<file path="config.mk">
export PLATFORM = sky130hd
export DESIGN_NAME = sdram_mode_config_mpr
export DESIGN_NICKNAME = d
export VERILOG_FILES = /design/src/design/sdram_mode_pkg.sv /design/src/design/sdram_mode_config_mpr.sv
export SDC_FILE = /design/constraint.sdc
export NUM_CORES = 1
export LEC_CHECK = 0
export BUFFER_PORTS_ARGS = -buffer_cell sky130_fd_sc_hd__buf_2
export CAP_MARGIN = 15
export CELL_PAD_IN_SITES_DETAIL_PLACEMENT = 1
export CELL_PAD_IN_SITES_GLOBAL_PLACEMENT = 1
export CORE_UTILIZATION = 40
export DETAILED_ROUTE_END_ITERATION = 7
export GPL_TIMING_DRIVEN = 0
export PLACE_DENSITY_LB_ADDON = 0.1
export SLEW_MARGIN = 40
export SYNTH_ARGS = -nofsm -noshare
export SYNTH_HDL_FRONTEND = slang
export SYNTH_SLANG_ARGS = --single-unit
</file>
<file path="constraint.sdc">
create_clock -name clk -period 3 [get_ports clk]
set_input_delay 0.15 -clock clk [delete_from_list [all_inputs] [get_ports clk]]
set_output_delay 0.15 -clock clk [all_outputs]
set_load 0.05 [all_outputs]
</file>
<file path="src/design/sdram_mode_pkg.sv">
// Shared constants and carrier types for the mode decode and calibration readout block
package sdram_mode_pkg;

  // Bank address values that select the first, second and third mode registers on a mode set
  localparam logic [2:0] BA_FIRST = 3'h1;
  localparam logic [2:0] BA_SECOND = 3'h2;
  localparam logic [2:0] BA_THIRD = 3'h3;

  // First mode register field positions
  localparam int FM_IMP_LO = 1;
  localparam int FM_IMP_HI = 5;
  localparam int FM_NOM_B0 = 2;
  localparam int FM_NOM_B1 = 6;
  localparam int FM_NOM_B2 = 9;
  localparam int FM_AL_LO = 3;
  localparam int FM_AL_HI = 4;
  localparam int FM_WLEVEL = 7;
  localparam int FM_QOFF = 12;

  // Second mode register field positions
  localparam int SM_CWL_LO = 3;
  localparam int SM_CWL_HI = 5;
  localparam int SM_ASR = 6;
  localparam int SM_SRT = 7;
  localparam int SM_WRT_LO = 9;
  localparam int SM_WRT_HI = 10;

  // Third mode register field positions
  localparam int TM_LOC_LO = 0;
  localparam int TM_LOC_HI = 1;
  localparam int TM_MPR = 2;

  // Column address bits used by reads and writes
  localparam int A_NIBBLE = 2;
  localparam int A_AUTOPRE = 10;
  localparam int A_CHOP = 12;

  // Additive latency codes
  localparam logic [1:0] AL_OFF = 2'h0;
  localparam logic [1:0] AL_CL1 = 2'h1;
  localparam logic [1:0] AL_CL2 = 2'h2;

  // Latency arithmetic
  localparam logic [4:0] CWL_BASE = 5'h05;
  localparam logic [4:0] ONE_CYCLE = 5'h01;
  localparam logic [4:0] TWO_CYCLES = 5'h02;

  // Calibration readout constants
  localparam logic [1:0] LOC_PATTERN = 2'h0;
  localparam logic [7:0] CAL_PATTERN = 8'hAA;
  localparam logic [7:0] RFU_PATTERN = 8'h00;
  localparam logic [3:0] BEATS_EIGHT = 4'h8;
  localparam logic [3:0] BEATS_FOUR = 4'h4;
  localparam logic [2:0] UPPER_NIBBLE = 3'h4;

  // Burst length selection from the zeroth mode register
  typedef enum logic [1:0] {BURST_FIXED8, BURST_ON_FLY, BURST_FIXED4} burst_mode_t;

  // Command as held through the additive latency
  typedef struct packed {
    logic valid;
    logic isRead;
    logic toMpr;
    logic autoPre;
    logic chop;
    logic [2:0] bank;
    logic [15:0] addr;
  } cmd_t;

  // Decoded mode settings
  typedef struct packed {
    logic [1:0] driverImpedance;
    logic [2:0] nominalTerm;
    logic [1:0] alCode;
    logic writeLeveling;
    logic outputsOff;
    logic [2:0] cwlCode;
    logic autoSelfRefresh;
    logic selfRefreshTemp;
    logic [1:0] writeTerm;
    logic mprEnable;
    logic [1:0] mprLocation;
  } mode_cfg_t;

  // Termination actually applied
  typedef struct packed {
    logic useWriteValue;
    logic [2:0] code;
  } term_t;

endpackage : sdram_mode_pkg

</file>
<file path="src/design/sdram_mode_config_mpr.sv">
// Mode register decode, additive latency hold and calibration pattern readout
`timescale 1ns/1ps
// How it works
// - Impedance taken from first register A1, A5
// - Write termination applies even without nominal
// - Reads/writes held for additive latency
// - Latencies are AL plus CL or CAS_WRITE_LATENCY
// - AL code: 00 zero, 01 CL-1, 10 CL-2
// - Output disable bit floats data and strobes
// - CAS_WRITE_LATENCY from second register bits A3-A5
// - Dynamic termination from A9, A10
// - Write leveling uses nominal termination only
// - Readout mode redirects reads, drops auto-precharge
// - Readout off: array access, location ignored
// - Lane bit zero carries data, rest copy/zero
// - Burst order 0-7, or nibble by A2
// - On-the-fly chop honoured when enabled
// - Location zero gives 0,1,0,1 pattern
// - Beat zero is LSB, beat seven MSB
module sdram_mode_config_mpr #(
  parameter int AL_DEPTH = 16, // Delay line depth; longest additive latency held is one less
  parameter int LANES = 2, // Byte lanes on the data bus
  parameter bit FILL_COPY = 1'b1 // Upper lane bits copy bit zero when set
) (
  input wire logic clk,
  input wire logic sys_rst,
  input wire logic cke,
  input wire logic csN,
  input wire logic rasN,
  input wire logic casN,
  input wire logic weN,
  input wire logic [2:0] bankAddr,
  input wire logic [15:0] addrBus,
  input wire logic [4:0] casLatency,
  input wire sdram_mode_pkg::burst_mode_t burstMode,
  input wire logic writeActive,
  output sdram_mode_pkg::mode_cfg_t modeCfg,
  output logic [4:0] additiveLatency,
  output logic [4:0] casWriteLatency,
  output logic [4:0] readLatency,
  output logic [4:0] writeLatency,
  output sdram_mode_pkg::term_t termApplied,
  output sdram_mode_pkg::cmd_t internalCmd,
  output logic [8*LANES-1:0] dqOut,
  output logic dqOeN,
  output logic dqsOeN,
  output logic mprBusy
);

  // Idle waits for a redirected read, wait counts off the CAS latency,
  // burst puts one beat per clock on the lanes. One beat per clock keeps
  // the model single-rate; the real lanes move two beats per clock.
  // Readout engine states
  typedef enum logic [1:0] {RD_IDLE, RD_WAIT, RD_BURST} rd_state_t;

  logic ckePrev; // Clock enable from the previous edge
  logic modeSet; // Mode register set decoded this cycle
  logic colCmd; // Read or write decoded this cycle
  logic chopNow; // Burst chop for the incoming column command
  sdram_mode_pkg::cmd_t incoming; // Column command as taken from the pins
  sdram_mode_pkg::cmd_t holdLine [AL_DEPTH]; // Additive latency delay line
  sdram_mode_pkg::cmd_t selected; // Delay line tap for the current latency
  logic [4:0] tap; // Tap index, clamped to the line depth
  rd_state_t rdState; // Readout engine state
  logic [4:0] waitCnt; // Cycles left before the first beat
  logic [3:0] beatsLeft; // Beats still to drive
  logic [2:0] beatIdx; // Burst position of the next beat
  logic [7:0] locData; // Pattern of the selected location
  logic driving; // Engine is putting beats on the bus

  // Command decode, sampled on every rising edge
  // Previous clock enable tells power-down exit from steady operation
  always_ff @(posedge clk) begin
    if (sys_rst) begin
      ckePrev <= 1'b0;
    end else begin
      ckePrev <= cke;
    end
  end

  // Both decodes need clock enable high on this and the previous edge,
  // so a command on the first edge after reset is ignored.
  // Refresh, precharge and activate decode to neither and pass unseen.
  assign modeSet = ckePrev && cke && !csN && !rasN && !casN && !weN;
  assign colCmd = ckePrev && cke && !csN && rasN && !casN;

  // Chop follows A12 only when on-the-fly selection is enabled
  always_comb begin
    unique case (burstMode)
      sdram_mode_pkg::BURST_ON_FLY: chopNow = !addrBus[sdram_mode_pkg::A_CHOP];
      sdram_mode_pkg::BURST_FIXED4: chopNow = 1'b1;
      // Fixed eight and the unused code both give full bursts
      default: chopNow = 1'b0;
    endcase
  end

  // Mode register writes; each register changes only on its own select
  always_ff @(posedge clk) begin
    if (sys_rst) begin
      modeCfg <= '0;
    end else if (modeSet) begin
      // Bank address picks the register; address bits carry the fields
      // Bits with no field here are dropped, the lock-loop and test bits too
      unique case (bankAddr)
        sdram_mode_pkg::BA_FIRST: begin
          modeCfg.driverImpedance <= {addrBus[sdram_mode_pkg::FM_IMP_HI],
                                      addrBus[sdram_mode_pkg::FM_IMP_LO]};
          modeCfg.nominalTerm <= {addrBus[sdram_mode_pkg::FM_NOM_B2],
                                  addrBus[sdram_mode_pkg::FM_NOM_B1],
                                  addrBus[sdram_mode_pkg::FM_NOM_B0]};
          modeCfg.alCode <= addrBus[sdram_mode_pkg::FM_AL_HI:sdram_mode_pkg::FM_AL_LO];
          modeCfg.writeLeveling <= addrBus[sdram_mode_pkg::FM_WLEVEL];
          modeCfg.outputsOff <= addrBus[sdram_mode_pkg::FM_QOFF];
        end
        sdram_mode_pkg::BA_SECOND: begin
          modeCfg.cwlCode <= addrBus[sdram_mode_pkg::SM_CWL_HI:sdram_mode_pkg::SM_CWL_LO];
          modeCfg.autoSelfRefresh <= addrBus[sdram_mode_pkg::SM_ASR];
          modeCfg.selfRefreshTemp <= addrBus[sdram_mode_pkg::SM_SRT];
          modeCfg.writeTerm <= addrBus[sdram_mode_pkg::SM_WRT_HI:sdram_mode_pkg::SM_WRT_LO];
        end
        sdram_mode_pkg::BA_THIRD: begin
          modeCfg.mprEnable <= addrBus[sdram_mode_pkg::TM_MPR];
          modeCfg.mprLocation <= addrBus[sdram_mode_pkg::TM_LOC_HI:sdram_mode_pkg::TM_LOC_LO];
        end
        // Zeroth register and unused selects leave all fields alone
        default: begin
        end
      endcase
    end
  end

  // CAS latency below two would wrap; the controller keeps it at five or more
  // Additive latency decode; reserved code behaves as disabled
  always_comb begin
    unique case (modeCfg.alCode)
      sdram_mode_pkg::AL_CL1: additiveLatency = casLatency - sdram_mode_pkg::ONE_CYCLE;
      sdram_mode_pkg::AL_CL2: additiveLatency = casLatency - sdram_mode_pkg::TWO_CYCLES;
      default: additiveLatency = 5'h00;
    endcase
  end

  // Whole-cycle latencies, no half clocks
  // Write latency code zero means five cycles; larger codes are not range checked
  // Five-bit sums; the largest supported latencies still fit
  assign casWriteLatency = sdram_mode_pkg::CWL_BASE + {2'h0, modeCfg.cwlCode};
  assign readLatency = additiveLatency + casLatency;
  assign writeLatency = additiveLatency + casWriteLatency;

  // Termination select; write value wins during writes unless leveling
  // Registered so the termination control changes once per clock, glitch free
  always_ff @(posedge clk) begin
    if (sys_rst) begin
      termApplied <= '0;
    end else if (modeCfg.writeLeveling) begin
      termApplied <= '{useWriteValue: 1'b0, code: modeCfg.nominalTerm};
    end else if (writeActive && modeCfg.writeTerm != 2'h0) begin
      // Applies regardless of the nominal setting being off
      termApplied <= '{useWriteValue: 1'b1, code: {1'b0, modeCfg.writeTerm}};
    end else begin
      termApplied <= '{useWriteValue: 1'b0, code: modeCfg.nominalTerm};
    end
  end

  // Incoming command with readout redirect decided at the pins
  // Deciding at entry means a later mode set cannot re-route a held read;
  // the controller sends nothing but reads during readout anyway.
  // Writes are never redirected, whatever the readout setting.
  always_comb begin
    incoming.valid = colCmd;
    incoming.isRead = weN;
    incoming.toMpr = weN && modeCfg.mprEnable;
    incoming.autoPre = addrBus[sdram_mode_pkg::A_AUTOPRE] && !(weN && modeCfg.mprEnable);
    incoming.chop = chopNow;
    incoming.bank = bankAddr;
    incoming.addr = addrBus;
  end

  // Delay line head; accepts a command on any cycle, even right after activate
  // Idle cycles enter too; only the valid bit marks a real command
  always_ff @(posedge clk) begin
    if (sys_rst) begin
      holdLine[0] <= '0;
    end else begin
      holdLine[0] <= incoming;
    end
  end

  // Remaining delay line stages, one per cycle of latency
  // Every stage resets, so nothing stale issues after a mid-run reset
  for (genvar s = 1; s < AL_DEPTH; s++) begin : g_hold
    always_ff @(posedge clk) begin
      if (sys_rst) begin
        holdLine[s] <= '0;
      end else begin
        holdLine[s] <= holdLine[s-1];
      end
    end
  end

  // Latency beyond the line depth is clamped; keep AL_DEPTH above any AL used
  // Tap zero still costs the fixed pipeline; every latency shifts alike
  assign tap = (additiveLatency >= 5'(AL_DEPTH)) ? 5'(AL_DEPTH - 1) : additiveLatency;
  assign selected = holdLine[tap[$clog2(AL_DEPTH)-1:0]];

  // Internal issue after the held latency
  // Issued from a flop, not straight from the tap multiplexer
  always_ff @(posedge clk) begin
    if (sys_rst) begin
      internalCmd <= '0;
    end else begin
      internalCmd <= selected;
    end
  end

  // Location pattern; reserved locations read as zero
  // Reserved places are undefined; zero keeps the lanes quiet
  assign locData = (modeCfg.mprLocation == sdram_mode_pkg::LOC_PATTERN) ?
                   sdram_mode_pkg::CAL_PATTERN : sdram_mode_pkg::RFU_PATTERN;

  // Readout engine; a read arriving while busy is dropped, not queued
  // The wait count starts at CAS latency minus one, since the move out
  // of idle already spends one clock of that latency.
  always_ff @(posedge clk) begin
    if (sys_rst) begin
      rdState <= RD_IDLE;
      waitCnt <= 5'h00;
      beatsLeft <= 4'h0;
      beatIdx <= 3'h0;
      driving <= 1'b0;
      dqOut <= '0;
    end else begin
      unique case (rdState)
        RD_IDLE: begin
          // Array reads leave here; only redirected reads start the engine
          // Chop and start nibble are frozen here for the whole burst
          if (internalCmd.valid && internalCmd.toMpr) begin
            rdState <= RD_WAIT;
            waitCnt <= casLatency - sdram_mode_pkg::ONE_CYCLE;
            // Nibble choice only under chop; full bursts always start at zero
            beatIdx <= (internalCmd.chop && internalCmd.addr[sdram_mode_pkg::A_NIBBLE]) ?
                       sdram_mode_pkg::UPPER_NIBBLE : 3'h0;
            beatsLeft <= internalCmd.chop ? sdram_mode_pkg::BEATS_FOUR :
                         sdram_mode_pkg::BEATS_EIGHT;
          end
        end
        RD_WAIT: begin
          // First beat leaves on the clock at which the count reaches one
          waitCnt <= waitCnt - sdram_mode_pkg::ONE_CYCLE;
          if (waitCnt == sdram_mode_pkg::ONE_CYCLE) begin
            rdState <= RD_BURST;
            driving <= 1'b1;
            dqOut <= laneWord(locData[beatIdx]);
            beatIdx <= beatIdx + 3'h1;
            beatsLeft <= beatsLeft - 4'h1;
          end
        end
        RD_BURST: begin
          // Last beat went out on the previous clock; release the bus
          if (beatsLeft == 4'h0) begin
            rdState <= RD_IDLE;
            driving <= 1'b0;
            dqOut <= '0;
          end else begin
            dqOut <= laneWord(locData[beatIdx]);
            beatIdx <= beatIdx + 3'h1;
            beatsLeft <= beatsLeft - 4'h1;
          end
        end
        // Unused state code: recover to idle with the bus released
        default: begin
          rdState <= RD_IDLE;
          driving <= 1'b0;
        end
      endcase
    end
  end

  // Fill every lane: bit zero carries the beat, upper bits copy or zero
  // Copies give a stronger calibration edge, zeros less switching noise;
  // the choice is a parameter because both fills are allowed.
  function automatic logic [8*LANES-1:0] laneWord(input logic beat);
    logic [8*LANES-1:0] word;
    word = '0;
    for (int l = 0; l < LANES; l++) begin
      word[8*l] = beat;
      for (int b = 1; b < 8; b++) begin
        word[8*l+b] = FILL_COPY ? beat : 1'b0;
      end
    end
    return word;
  endfunction : laneWord

  // Output disable overrides the engine; enables are active low
  // The engine keeps counting while off, so timing is unchanged on return
  assign dqOeN = !driving || modeCfg.outputsOff;
  assign dqsOeN = !driving || modeCfg.outputsOff;
  // Busy covers the wait as well, so a second read is dropped early
  assign mprBusy = (rdState != RD_IDLE);

endmodule : sdram_mode_config_mpr

</file>
==> results of run 1 <==
## area by class of cell
cell class,instances,area (µm²)
fill,4541,20010
sequential,446,8936
multi-input combinational,1073,6925
clock buffer,76,1466
timing repair buffer,171,1116
tap,525,656.9
buffer,124,610.6
inverter,31,132.6
clock inverter,9,62.56
## cell families after synthesis
kind of cell | Yosys count | share of synthesized area [%]
fa+ha+maj | 24 | 1.941
other cells | 1 | 0.02309
simple gates | 667 | 22.09
xor+xnor | 11 | 0.5932
flops | 446 | 54.97
buf+inv | 160 | 4.299
mux | 49 | 3.105
compound gates | 321 | 12.98
## per-stage QoR
stage	total power [mW]	instances	utilization [%]
6_report	12.14	2455	49.87
5_1_grt	12.58	2455	49.87
4_1_cts	12.29	2452	49.59
3_5_place_dp	6.533	2321	44.23
3_3_place_gp	6.526	2320	44.21
2_1_floorplan	6.378	1679	-
## how the worst max path moves through the flow
stage | end | slack [ns] | depth (start not counted)
after floorplan | writeLatency[4] | 0.02 | 15
after global placement | internalCmd[19] | -0.79 | 11
after detailed placement | internalCmd[19] | -0.75 | 10
after CTS | readLatency[4] | -0.28 | 12
after global routing | writeLatency[4] | -0.35 | 12
final | writeLatency[4] | -0.26 | 12
## worst max-delay path: cells and delay by family (launching register included)
| kind | cells | cell delay, ns |
|---|---|---|
| AOI/OAI and AO/OA | 3 | 0.68 |
| xor gates and xnor gates | 1 | 0.13 |
| adders and majority gates | 2 | 0.52 |
| buffers and inverters | 5 | 0.68 |
| DFF | 1 | 0.38 |
| and+or+nand+nor | 1 | 0.14 |
## metal layers
metal  global-route usage, %  wire [µm]  vias to the layer above
met5                       0          9                        -
met4                   6.364        923                        2
met3                   3.659       1800                       56
met2                   39.40      23030                      188
met1                   28.90      21100                     5779
li1                        -          -                     6024
## state kept, by name, indices dropped and copies added (netlist names)
register,cells
beatIdx,1
beatsLeft,4
ckePrev,1
dqOut,1
driving,1
holdLine,384
internalCmd,24
modeCfg,19
rdState,2
termApplied,4
waitCnt,5
## power by group through the flow
stage	clock, mW	combinational [mW]	sequential (mW)
4_1_cts	5.85	0.432	6.01
3_5_place_dp	0	0.397	6.14
2_1_floorplan	0	0.207	6.17
3_3_place_gp	0	0.392	6.13
5_1_grt	6.10	0.464	6.01
6_report	5.71	0.428	6.01
## synthesized netlist by cell type (2+ instances only)
cell / instances
nor3_1: 5
a21o_1: 6
ha_1: 22
nand2_1: 161
a31o_2: 2
o32ai_1: 23
and3_1: 2
mux2i_1: 47
a22oi_1: 25
o21ai_0: 101
nor3b_1: 4
o21ai_1: 2
buf_2: 18
dfxtp_1: 446
inv_1: 28
xor2_1: 2
a221oi_1: 2
a221o_1: 48
inv_2: 3
buf_1: 5
o211ai_1: 3
a211oi_1: 3
nand2b_1: 4
nand3_1: 32
a21oi_1: 90
a21boi_0: 3
nand3b_1: 5
and2_1: 3
fa_1: 2
clkbuf_1: 87
nor2b_1: 385
buf_4: 18
nor2_1: 62
xnor2_1: 9
## what timing repair did
| item | 4_1_cts | 5_1_grt |
|---|---|---|
| gates cloned | 1 | 1 |
| pin swaps | 11 | 7 |
| resized for setup | 50 | 29 |
| buffers inserted | 22 | 4 |
| endpoints found under the setup margin | 35 | 23 |
| hold endpoints to repair | 46 | 0 |
| hold buffers | 26 | 0 |
==> reports/metrics.yaml, run 1 <==
synth_edf_count: 0
hp-class: "primary input to flop"
crit_arrival_ns: 3.11
cts-buffers-inserted: 47
cp.required_ns: 2.85
synth.avg_cell_area_um2: 9.674
fmax_ghz: 0.3065
drive_gt1_share_pct: 16.32
hold_path_end: "holdLine[0][19]"
vias: 12050
post-route-drc-count: 0
peakVddDrop_uv: 368.8
vias_per_cell: 4.908
wl_per_cell_um: 19.09
fin_crit_sh_pct: 108.8
core-area_um2: 39910
portBuffers: 116
grt_pass1_vias: 12520
hold-path-cell-count: 4
synth.area.top_cells: "dfxtp_1, nor2b_1, nand2_1, o21ai_0, a221o_1"
clkSinkCount: 446
overflow: 0
crit_start: "modeCfg[12]"
comb_power_share_pct: 3.5
clkTransAtPathRegs_ns: 0.06
critical_path_class: "flop to output pin"
power_density_nw_per_um2: 609.8
drt_iter0_drc: 559
period_minus_slack_ns: 3.263
n_antenna_cell: 0
p_int_mw: 9.461
max_cap_viol_count: 0
synth.net_count: 1737
max_stage_delay_ns: 0.38
die-area_um2: 41410
synth.cell_area_um2: 16240
hp-start: "burstMode[0]"
cts_tree: "yes"
crit_slowest_cell: "dfxtp_4"
failed_checks: "setup timing"
start_util_pct: 40.69
synth_top_cell_by_area: "dfxtp_1"
fin_skew_ns: 0.01159
path_cells: "inv_2 > ha_4 > nand2b_4 > a2bb2oi_4 > buf_8 > clkinvlp_4 > buf_4 > ha_4 > a21o_1 > a21oi_4 > xnor2_4 > buf_6"
layout.nets: 1952
routed_wirelength_mm: 46.86
final_common_cell: "dfxtp_1"
detailedPlace.worstSlack_ns: -0.7493
synthCells: 1679
outcome: "finished with violations"
synth.distinct_cells: 55
syn_to_final_growth_pct: 22.56
hpwl_mm: 34.67
swShare_pct: 22.07
clock_latency_ns: 0.58
p_switching_mw: 2.679
path_max_fanout: 6
max-slew-margin-rel_pct: 49.37
final_cell_mix: "dfxtp_1, nor2b_1, nand2_1, buf_2, o21ai_0"
tightest_slew_ns: 0.7594
critPathCaptureType: "output pin"
slew_viol_final: 0
setup_viol: 3
reg2reg_depth: 10
pwr-share-clk_pct: 47.0
ioPinCount: 120
die_w_um: 203.5
p_leak_nw: 8.304
htree_levels: 2
r2r_slack_ns: 0.09
dpl_cell_area_um2: 17650
ys.flop_type: "dfxtp_1"
clockBufferDepth: 3
crit-reg2reg-capture: "internalCmd[21]"
grt_max_degree: 21
power_frac_seq_pct: 49.5
antenna_found_initial: 3
worst_setup_path_start_kind: "flop"
rsz0062_at_grt: "true"
die_y_um: 203.5
finalSetupTns_ns: -0.5089
final_area_um2: 19910
track_usage_pct: 22.67
yosysSeqAreaShare_pct: 54.97
fin_ws_ns: -0.2628
root_buffer: "clkbuf_16"
num_rows: 73
synth_warnings: 0
ys_async_sr_fraction_pct: 0
rr_startpoint: "modeCfg[13]"
grt_pass1_wl_mm: 71.40
timing.hold.ws_ns: 0.03829
hold_violations: 0
first_pass_iters: 5
ys_ff_latch: 446
worst_path_most_repeated_cell: "ha_4"
place.gp.congestion: 0.8236
ant_nets: 0
synth_top_area_share_pct: 54.97
No activity file was read; power rests on OpenSTA's default activity.
==> run 2, diff against run 1 <==
CORE_UTILIZATION = 48   (was 40)
CTS_BUF_LIST = sky130_fd_sc_hd__clkbuf_4   (was unset)
SKIP_CTS_REPAIR_TIMING = 1   (was unset)
==> run 2 against run 1 <==
  * The run still ends with setup timing left
  * Utilization grew 10 points
  * Flip-flop and latch count is the same
  * Routed wire length grew 1.6%
  * Final cell count grew 1.6%
  * Global-route usage grew 4.0 points
  * Clock skew grew 0.030 ns
  * Final area shrank 0.70%
  * Die area shrank 17%
  * Largest cell class unchanged
==> reports/metrics.yaml, run 2 (synthesis results as in run 1) <==
outcome: "finished with violations"
failed_checks: "setup timing"
ioPinCount: 120  # unchanged
setup_viol: 8  # +5
cts-buffers-inserted: 113  # +140%
fmax_ghz: 0.2875  # -6.2%
clockBufferDepth: 3  # unchanged
vias_per_cell: 5.137  # +4.7%
htree_levels: 3  # +1
rsz0062_at_grt: "true"
slew_viol_final: 0  # unchanged
path_max_fanout: 6  # unchanged
peakVddDrop_uv: 352.5  # -4.4%
clkSinkCount: 446  # unchanged
portBuffers: 116  # unchanged
root_buffer: "clkbuf_4"
p_leak_nw: 8.409  # +1.3%
power_density_nw_per_um2: 573.4  # -6.0%
first_pass_iters: 5  # unchanged
fin_cells: 2494  # +1.6%
reg2reg_depth: 10  # unchanged
start_util_pct: 49.29  # +8.6 points
drt_iter0_drc: 679  # +21%
hp-class: "primary input to flop"
grt_pass1_wl_mm: 69.55  # -2.6%
tightest_slew_ns: 0.8406  # +0.08120 ns
overflow: 0  # unchanged
final_common_cell: "dfxtp_1"
wl_per_cell_um: 19.09  # about the same
critical_path_class: "flop to output pin"
regMostFlops: "holdLine"
antenna_found_initial: 3  # unchanged
grt_pass1_vias: 13090  # +4.6%
grt_max_degree: 18  # -14%
post-route-drc-count: 0  # unchanged
num_rows: 66  # -9.6%
fin_ws_ns: -0.4788  # -0.2160 ns
clkTransAtPathRegs_ns: 0.07  # about the same
vias: 12810  # +6.3%
core-area_um2: 32950  # -17%
cts_tree: "yes"
layout.nets: 2031  # +4.0%
fin_crit_sh_pct: 116.0  # +7.2 points
cp.required_ns: 2.85  # about the same
drive_gt1_share_pct: 19.81  # +3.5 points
max-slew-margin-rel_pct: 43.96  # -5.4 points
max_cap_viol_count: 0  # unchanged
placed_cells: 2237  # -3.6%
place.gp.congestion: 0.8351  # +1.4%
routed_wirelength_mm: 47.60  # +1.6%
top_regs: "holdLine: 384 flops, internalCmd: 24 flops, modeCfg: 19 flops"
critPathCaptureType: "output pin"
largest_reg_flops: 384  # unchanged
die_w_um: 186.0  # -8.6%
hold-path-cell-count: 6  # +2
period_minus_slack_ns: 3.479  # +0.2160 ns
fin_util_pct: 59.99  # +10 points
hpwl_mm: 33.86  # -2.3%
clock_latency_ns: 0.82  # +0.24 ns
crit_arrival_ns: 3.33  # +0.22 ns
die-area_um2: 34580  # -17%
syn_to_final_growth_pct: 21.71
hold_violations: 0  # unchanged
ant_nets: 0  # unchanged
fin_skew_ns: 0.04156  # +0.02996 ns
worst_setup_path_start_kind: "flop"
timing.hold.ws_ns: 0.07984  # +0.04155 ns
final_cell_mix: "dfxtp_1, nor2b_1, clkbuf_4, nand2_1, buf_2"
die_y_um: 186.0  # -8.6%
track_usage_pct: 26.63  # +4.0 points
==> run 2: worst paths after layout <==
path	slack, ns	startpoint	to
worst min-delay path	0.08	casLatency[0]	waitCnt[1]
worst max register to register	-0.05	modeCfg[13]	internalCmd[21]
worst min register to register	0.43	holdLine[6][7]	holdLine[7][7]
worst max-delay path	-0.48	modeCfg[12]	readLatency[4]
==> run 2: routing by layer <==
metal / up-vias / share of wire (%) / track usage [%]
met5: - / 0 / 0
met4: 0 / 2.1 / 10.30
met3: 82 / 3.9 / 5.518
met2: 276 / 50 / 46.34
met1: 6203 / 44 / 32.05
li1: 6251 / - / -
==> run 2: worst max-delay path: stages (launching register included) <==
cell,delay [ns]
dfxtp_4,0.39
inv_2,0.05
ha_4,0.29
nand2b_4,0.14
a2bb2oi_4,0.23
buf_8,0.15
clkinvlp_4,0.15
ha_4,0.26
a21o_1,0.18
a21oi_4,0.17
xnor2_4,0.18
xnor2_4,0.15
buf_6,0.18
==> run 2: area by class of cell <==
cell class	count	area, µm²
Fill cell	3760	13180
Sequential cell	446	8936
Multi-Input combinational cell	1073	6890
Timing Repair Buffer	182	1276
Clock buffer	163	1224
Buffer	126	640.6
Tap cell	442	553.0
Inverter	31	132.6
Clock inverter	28	107.6
Antenna cell	3	7.507
==> run 2: through the flow <==
| step | total power, mW | setup WS, ns | setup TNS (ns) | area, µm² |
|---|---|---|---|---|
| final | 11.33 | -0.4788 | -1.799 | 19770 |
| after global routing | 11.79 | -0.6177 | -2.804 | 19770 |
| after CTS | 11.38 | -1.450 | -20.08 | 18880 |
| after detailed placement | 6.529 | -0.6755 | -11.92 | 17540 |
| after global placement | 6.517 | -0.6634 | -11.13 | 17540 |
| after floorplan | 6.378 | 0.01767 | 0 | 16410 |
==> run 2: where the power goes <==
group / leakage (nW) / total [mW] / switching (mW) / internal (mW)
clock network: 0.804 / 4.89 / 2.42 / 2.47
registers: 3.61 / 6.00 / 0.0257 / 5.98
logic: 4.00 / 0.443 / 0.289 / 0.154
